==> config.mk <==
export PLATFORM = sky130hd
export DESIGN_NAME = config_space_write_lock
export DESIGN_NICKNAME = d
export VERILOG_FILES = /design/src/csl_pkg.sv /design/src/config_space_write_lock.sv
export VERILOG_INCLUDE_DIRS = /design/src
export SDC_FILE = /design/constraint.sdc
export NUM_CORES = 2
export LEC_CHECK = 0
export ABC_AREA = 1
export ABC_CLOCK_PERIOD_IN_PS = 179600
export BUFFER_PORTS_ARGS = -buffer_cell sky130_fd_sc_hd__buf_2
export CORE_ASPECT_RATIO = 1.25
export CORE_UTILIZATION = 30
export DETAILED_ROUTE_END_ITERATION = 12
export PLACE_DENSITY = 0.52
export SYNTH_ARGS = -nofsm -noshare
export SYNTH_HDL_FRONTEND = slang
export SYNTH_SLANG_ARGS = --single-unit
==> constraint.sdc <==
create_clock -name clk -period 179.6 [get_ports clk]
set_input_delay 17.96 -clock clk [delete_from_list [all_inputs] [get_ports clk]]
set_output_delay 17.96 -clock clk [all_outputs]
set_load 0.05 [all_outputs]
==> src/config_space_write_lock_defs.svh <==
`ifndef CONFIG_SPACE_WRITE_LOCK_DEFS_SVH
`define CONFIG_SPACE_WRITE_LOCK_DEFS_SVH

// Number of guarded regions, one lock word each
`define CSL_NUM_REGIONS 5
// Word index of the first lock word; the five lock words are consecutive
`define CSL_LOCK_BASE 6'h00
// Word index of the first guarded region and the span of each region
`define CSL_REGION_BASE 6'h08
`define CSL_REGION_SPAN 6'h08
// Lock state after reset, bit 0 for region 1
`define CSL_LOCK_RESET 5'h00
// Reset value of every stored configuration word
`define CSL_WORD_RESET 32'h0000_0000
// Region 5 keys
`define CSL_R5_LOCK_KEY 32'h143F832C
`define CSL_R5_UNLOCK_KEY 32'h6F361E05
// Keys of regions 1 to 4, plain defaults
`define CSL_R4_LOCK_KEY 32'hA5A50004
`define CSL_R3_LOCK_KEY 32'hA5A50003
`define CSL_R2_LOCK_KEY 32'hA5A50002
`define CSL_R1_LOCK_KEY 32'hA5A50001
`define CSL_R4_UNLOCK_KEY 32'h5A5A0004
`define CSL_R3_UNLOCK_KEY 32'h5A5A0003
`define CSL_R2_UNLOCK_KEY 32'h5A5A0002
`define CSL_R1_UNLOCK_KEY 32'h5A5A0001

`endif

==> src/csl_pkg.sv <==
package csl_pkg;
   // Whole-space access state; blocked is left only by reset
   typedef enum logic {ACCESS_OPEN, ACCESS_BLOCKED} access_state_t;
   typedef logic [31:0] word_t;
endpackage

==> src/config_space_write_lock.sv <==
// What this block and its master do
// [RULE1] Five lock words, each guarding its own region of the control space.
// [RULE2] Writes into a locked region are dropped; stored contents stay unchanged.
// [RULE3] Lock word locks on its lock key, unlocks on its unlock key.
// [RULE4] Region 5 locks when its lock word receives 0x143F832C.
// [RULE5] Region 5 unlocks when its lock word receives 0x6F361E05.
// [RULE6] Reading region 5 lock word while locked returns the lock key.
// [RULE7] Write into locked region 5 answers with a bus error.
// [RULE8] After that error the whole space stays blocked until reset.
// [RULE9] Master reads region 5 lock word and unlocks before changing pads.
// [RULE10] Master updates pad words, then relocks region 5 with the lock key.
// [RULE11] Master never writes region 5 pad words while region 5 is locked.
// [RULE12] Other values written to a lock word leave its state unchanged.
`include "config_space_write_lock_defs.svh"

module config_space_write_lock
   import csl_pkg::*;
#(
   parameter int ADDR_W = 6,
   parameter logic [4:0][31:0] LOCK_KEYS = {`CSL_R5_LOCK_KEY, `CSL_R4_LOCK_KEY,
      `CSL_R3_LOCK_KEY, `CSL_R2_LOCK_KEY, `CSL_R1_LOCK_KEY},
   parameter logic [4:0][31:0] UNLOCK_KEYS = {`CSL_R5_UNLOCK_KEY, `CSL_R4_UNLOCK_KEY,
      `CSL_R3_UNLOCK_KEY, `CSL_R2_UNLOCK_KEY, `CSL_R1_UNLOCK_KEY}
)
(
   input wire logic clk,
   input wire logic reset,
   input wire logic ce,
   input wire logic reqValid,
   input wire logic reqWrite,
   input wire logic [ADDR_W-1:0] reqAddr,
   input wire logic [31:0] reqWdata,
   output logic rspValid,
   output logic rspErr,
   output logic [31:0] rspRdata,
   output logic [4:0] lockState,
   output logic accessBlocked
);

   // Address map, in words: lock words 0 to 4 guard regions 1 to 5,
   // region k spans 8k to 8k+7, and every other word is plain storage.
   // Lock words read back as the key that last took effect.
   // A locked write to regions 1 to 4 vanishes quietly; one to region 5
   // errors and shuts the whole space until reset, so software must
   // unlock region 5 before touching it.
   localparam int NUM_WORDS = 2 ** ADDR_W;

   // The map needs room for the lock words and all five regions
   if (ADDR_W < 6 || ADDR_W > 12)
   begin : g_check
      $error("ADDR_W must lie between 6 and 12");
   end

   // Guarded regions must sit inside the addressable words
   if (int'(`CSL_REGION_BASE) + `CSL_NUM_REGIONS * int'(`CSL_REGION_SPAN) > NUM_WORDS)
   begin : g_map
      $error("Guarded regions do not fit the address space");
   end

   // Equal keys would let one value both lock and unlock a region
   for (genvar k = 0; k < `CSL_NUM_REGIONS; k++)
   begin : g_keys
      if (LOCK_KEYS[k] == UNLOCK_KEYS[k])
      begin : g_same
         $error("Lock and unlock keys of a region must differ");
      end
   end

   // Whole-space state and the lock bits
   access_state_t state_ff;
   access_state_t nxt_state;
   logic blocked_ff;
   logic [4:0] lock_ff;

   // Answer registers and the stored words
   logic rspValid_ff;
   logic rspErr_ff;
   word_t rspRdata_ff;
   word_t nxt_rdata;
   word_t mem [0:NUM_WORDS-1];

   // Request decode, settled every cycle
   logic [2:0] lockIdx;
   logic [2:0] regionIdx;
   logic wrReq;
   logic open;
   logic regionLocked;
   logic hit5Locked;
   logic memWrite;

   // Which lock word an address names: 0 for none, else region number
   function automatic logic [2:0] lockRegOf(input logic [ADDR_W-1:0] a);
      int idx;
      idx = int'(a) - int'(`CSL_LOCK_BASE);
      if (idx >= 0 && idx < `CSL_NUM_REGIONS)
         lockRegOf = 3'(idx + 1);
      else
         lockRegOf = 3'h0;
   endfunction

   // Which guarded region an address falls in: 0 for none
   function automatic logic [2:0] regionOf(input logic [ADDR_W-1:0] a);
      int idx;
      idx = int'(a) - int'(`CSL_REGION_BASE);
      if (idx >= 0 && idx < `CSL_NUM_REGIONS * int'(`CSL_REGION_SPAN))
         regionOf = 3'(idx / int'(`CSL_REGION_SPAN) + 1);
      else
         regionOf = 3'h0;
   endfunction

   // Request decode
   always_comb
   begin
      // Zero from either decoder means the address is not of that kind
      lockIdx = lockRegOf(reqAddr); // RULE1
      regionIdx = regionOf(reqAddr); // RULE1
      wrReq = reqValid & reqWrite;
      open = (state_ff == ACCESS_OPEN);
      regionLocked = (regionIdx != 3'h0) && lock_ff[regionIdx - 3'h1];
      // Region 5 differs: a locked write is an error, not a quiet drop
      hit5Locked = wrReq & open & (regionIdx == 3'h5) & lock_ff[4]; // RULE7
      // Lock words are never guarded themselves, so a locked region can be reopened while the space is open
      memWrite = wrReq & open & (lockIdx == 3'h0) & ~regionLocked; // RULE2
   end

   // Whole-space blocking; only reset reopens the space
   always_comb
   begin
      case (state_ff)
         ACCESS_OPEN: nxt_state = hit5Locked ? ACCESS_BLOCKED : ACCESS_OPEN; // RULE8
         ACCESS_BLOCKED: nxt_state = ACCESS_BLOCKED; // RULE8
         // Unknown codes fall to blocked, the safe side
         default: nxt_state = ACCESS_BLOCKED;
      endcase
   end

   // Blocked flag sits beside the state so its output leaves a flop directly
   always_ff @(posedge clk or posedge reset)
   begin
      if (reset)
      begin
         state_ff <= ACCESS_OPEN;
         blocked_ff <= 1'b0;
      end
      else if (ce)
      begin
         state_ff <= nxt_state;
         blocked_ff <= (nxt_state == ACCESS_BLOCKED);
      end
   end

   // Lock words; keys compared on the full 32 bits
   always_ff @(posedge clk or posedge reset)
   begin
      if (reset)
         lock_ff <= `CSL_LOCK_RESET;
      else if (ce && wrReq && open && lockIdx != 3'h0)
      begin
         // A stray value leaves the bit alone, so bus noise cannot unlock a region
         if (reqWdata == LOCK_KEYS[lockIdx - 3'h1])
            lock_ff[lockIdx - 3'h1] <= 1'b1; // RULE3 RULE4
         else if (reqWdata == UNLOCK_KEYS[lockIdx - 3'h1])
            lock_ff[lockIdx - 3'h1] <= 1'b0; // RULE3 RULE5
         else
            lock_ff <= lock_ff; // RULE12
      end
   end

   // Configuration storage; lock-word slots are never written here
   // Clearing every word costs a wide reset but keeps untouched reads defined
   always_ff @(posedge clk or posedge reset)
   begin
      if (reset)
      begin
         for (int i = 0; i < NUM_WORDS; i++)
            mem[i] <= `CSL_WORD_RESET;
      end
      else if (ce && memWrite)
         mem[reqAddr] <= reqWdata; // RULE2
   end

   // Read data; a blocked space returns zero so nothing leaks out
   // Reads of a locked region stay open: only writes are guarded
   always_comb
   begin
      nxt_rdata = 32'h0000_0000;
      if (reqValid && !reqWrite && open)
      begin
         if (lockIdx != 3'h0)
            nxt_rdata = lock_ff[lockIdx - 3'h1] ? LOCK_KEYS[lockIdx - 3'h1] // RULE6
                                                : UNLOCK_KEYS[lockIdx - 3'h1];
         else
            nxt_rdata = mem[reqAddr];
      end
   end

   // Answer one cycle after each request
   // With ce low the answer is frozen and stands until the next enabled edge
   always_ff @(posedge clk or posedge reset)
   begin
      if (reset)
      begin
         rspValid_ff <= 1'b0;
         rspErr_ff <= 1'b0;
         rspRdata_ff <= 32'h0000_0000;
      end
      else if (ce)
      begin
         rspValid_ff <= reqValid;
         // Errors cover the region 5 trap and every access once blocked
         rspErr_ff <= reqValid & (~open | hit5Locked); // RULE7 RULE8
         rspRdata_ff <= nxt_rdata;
      end
   end

   // Every output straight from a flop
   assign rspValid = rspValid_ff;
   assign rspErr = rspErr_ff;
   assign rspRdata = rspRdata_ff;
   assign lockState = lock_ff;
   assign accessBlocked = blocked_ff;

endmodule

==> impl_metrics.py <==
metrics = {
    "logic_synthesis": {
        "synthMuxAreaShare": 0,
        "syn-cell-area_sq_mm": 0.105,
        "yosysUniqueCellTypes": 32,
        "ys_ff_latch": 2088,
        "synth_edf_count": 0,
        "synth_fp_nets": 14100,
        "ys_seq_area_frac": 0.498,
        "ys.flop_type": "dfrtp_1",
        "postSynthCellCount": 14000,
        "ys_warn_count": 0,
        "synth_xor_area_frac": 0.000167,
        "synth_compound_area_frac": 0.0536,
        "yosys.area_share.adder": 0.00119,
        "synth_top_family_by_area": "simple AND/OR/NAND/NOR gates",
        "synthSimpleGateAreaFrac": 0.388,
        "async_flop_share": 1.00,
        "avgSynthCellArea_sq_um": 7.48,
    },
    "clock_tree": {
        "ctsRootBufferMaster": "clkbuf_16",
        "cts_tree": "built",
        "clk_pin_slew_worst_paths_ns": 0.06,
        "clock_latency_ns": 0.91,
        "cts_buffer_depth": 4,
        "holdBufCountCts": 0,
        "cts.sinks": 2088,
        "post_cts_buffers": 0,
        "cts_made_buffers": 226,
        "htreeDepth": 4,
        "cts_resized": 0,
    },
    "outcome": {
        "outcome": "finished clean",
    },
    "worst_setup_path": {
        "slowest_stage": "buf_4",
        "worst-path-buf-inv": 8,
        "cp_cell_sequence": "buf_2 > inv_2 > nand2_1 > a21oi_1 > nand2_1 > ha_1 > ha_1 > buf_4 > nand4_1 > inv_8 > buf_4 > buf_4 > buf_4 > nand3_1 > buf_4 > nand2_1 > nand2_1",
        "cp.arrival_ns": 24.50,
        "worst-path-stages": 17,
        "required_ns": 180.39,
        "worst_r2r_path_depth": 12,
        "critical-path-top-delay-family": "buffers and inverters",
        "slowest_delay_ns": 0.74,
        "critPathMaxFanout": 97,
        "r2r_slack_ns": 174.00,
        "worstSetupStartpoint": "reqAddr[3]",
        "endpoint": "mem[156]$_DFFE_PP0P_",
        "crit_path_frequent_cell": "buf_4",
        "critPathLaunchType": "input pin",
        "rr_endpoint": "mem[748]$_DFFE_PP0P_",
        "crit_path_end_kind": "flop",
        "path_class": "in2reg",
    },
    "timing": {
        "hold_viol": 0,
        "worstMarginPinSlew_ns": 1.25,
        "relSlewSlack": 0.168,
        "fmax_mhz": 42.2,
        "fin_tns_setup_ns": 0,
        "min_period_over_period": 0.132,
        "rsz0062_at_grt": "no",
        "fin_skew_ns": 0.0350,
        "fin_crit_ns": 23.71,
        "setup-violations-final": 0,
        "slew_violations": 0,
    },
    "die": {
        "die_y_um": 663,
        "core-area_sq_mm": 0.348,
        "dieWidth_um": 531,
        "io_pins": 83,
        "num_rows": 242,
        "dieArea_sq_mm": 0.352,
        "start_util": 0.302,
    },
    "drt": {
        "viasPerCell": 5.62,
        "dr.pass1.iters": 6,
        "wl_mm": 473,
        "vias": 101000,
        "antenna_left": 0,
        "drt_iter0_markers": 11600,
        "drc_errors": 0,
        "wl_per_cell_um": 26.2,
    },
    "power_and_ir_drop": {
        "switchingPower_uw": 345,
        "p_sw_frac": 0.300,
        "clkPwrFrac": 0.434,
        "p_seq_frac": 0.433,
        "power_density_mw_per_mm2": 9.92,
        "ir_worst_vdd_uv": 7.85,
        "p_leak_uw": 0.0612,
        "combPwrFrac": 0.133,
        "p_int_uw": 806,
    },
    "global_routing": {
        "antenna_found_initial": 30,
        "grt_pass1_vias": 97400,
        "track_usage": 0.262,
        "grt_first_pass_wirelength_mm": 694,
        "grt_max_degree": 199,
        "grt_overflow": 0,
    },
    "placed_design": {
        "gp_congestion": 0.915,
        "io_buffer_count": 82,
        "dp_cells": 17600,
        "place_hpwl_mm": 268,
    },
    "finish": {
        "area_delta_synth_final_pct": 10.7,
        "layout-drive-gt1-share": 0.0644,
        "register_area_sq_mm": 0.0523,
        "nets": 13200,
        "multi_input_area_sq_mm": 0.0470,
        "fillCellCount": 37300,
        "finalNonFillerCells": 18000,
    },
    "run": {
        "max_cap_violations": 0,
    },
    "hold_path": {
        "min_from": "mem[950]$_DFFE_PP0P_",
        "hp-class": "reg2reg",
    },
}
-- per-stage QoR --
stage	power, uW	instance area (sq um)	setup slack [ns]	utilization	hold WS, ns
floorplan	602	105000	102.66	-	0.434
global placement	655	108000	155.18	0.312	0.445
detailed placement	656	108000	155.15	0.312	0.451
CTS	1150	116000	156.07	0.334	0.467
global route	1180	116000	155.53	0.334	0.481
finish	1150	116000	155.89	0.334	0.469
-- sequential cells by signal, indices dropped and copies added (netlist names), named ones only --
name,cells
rspValid,1
accessBlocked,1
rspErr,1
rspRdata,32
mem,2048
-- layout by cell type (no fill, tap or decap), types with 38 or more instances in the layout --
master     synthesis  final
clkbuf_16          0    227
o22ai_1          375    375
clkbuf_1         959     56
nor2_4             0     38
dfrtp_1         2088   2088
buf_4              2    318
nor2_1          1650   1580
nand3_1          112     77
o21ai_0          586    586
buf_2            359     47
nand2_1         5504   5503
inv_1             79     75
nand4_1         2075   2075
clkbuf_8           0     54
-- cell usage after synthesis, types with 4 or more instances --
cell	n	area, sq um
nand4_1	2075	13000
buf_1	118	443
inv_1	79	297
nand3_1	112	561
o211ai_1	4	30.0
buf_2	359	1800
clkbuf_1	959	3600
nand2_1	5504	20700
o22ai_1	375	2350
nor3_1	18	90.1
o31ai_1	4	30.0
clkinv_1	5	18.8
nand3b_1	9	67.6
o22a_1	15	131
dfrtp_1	2088	52300
nor2_1	1650	6190
ha_1	10	125
o21ai_0	586	2930
a21oi_1	15	75.1
inv_2	4	15.0
or2_2	6	37.5
o221ai_1	4	35.0
-- layer usage --
layer | wire [um] | vias up | part of all wire | track usage
met5 | 9 | - | 0.000019 | 0
met4 | 32700 | 2 | 0.069 | 0.160
met3 | 36500 | 1068 | 0.077 | 0.0408
met2 | 212000 | 4409 | 0.45 | 0.405
met1 | 192000 | 50500 | 0.41 | 0.343
li1 | - | 45200 | - | -
-- cells by family (layout without fill, tap and decap cells) --
kind of cell	count (synthesis)	after routing
fa+ha+maj	10	10
other cells	0	9
xor+xnor	2	2
flops	2088	2088
buf+inv	1526	881
simple gates	9380	9380
compound gates	1009	1009
-- layout make-up --
class	instances	area share
Inverter	88	0.00317
Clock buffer	336	0.0570
Clock inverter	74	0.00895
Multi-Input combinational cell	10400	0.405
Antenna cell	9	0.000194
Sequential cell	2088	0.450
Tap cell	4636	0.0500
Timing Repair Buffer	383	0.0256
-- tightest hold or removal path, cell delays in order, from the launching register on --
cell and delay [ns]:
dfrtp_1 0.34, nand2_1 0.05, nand2_1 0.04
-- worst min path at each step --
stage	to	slack (ns)	depth (start not counted)
after detailed placement	mem[1060]$_DFFE_PP0P_	0.45	2
after global routing	mem[1684]$_DFFE_PP0P_	0.48	2
after CTS	mem[1060]$_DFFE_PP0P_	0.47	2
after global placement	mem[1092]$_DFFE_PP0P_	0.45	2
final	mem[950]$_DFFE_PP0P_	0.47	2
after floorplan	mem[1060]$_DFFE_PP0P_	0.43	2
-- power by group through the flow --
stage | logic [uW] | clock network, uW | registers (uW)
after global placement | 149 | 0 | 506
after CTS | 149 | 506 | 498
final | 153 | 500 | 498
after floorplan | 92.5 | 0 | 509
after global routing | 163 | 522 | 500
after detailed placement | 149 | 0 | 507
(Power assumes the default switching activity.)
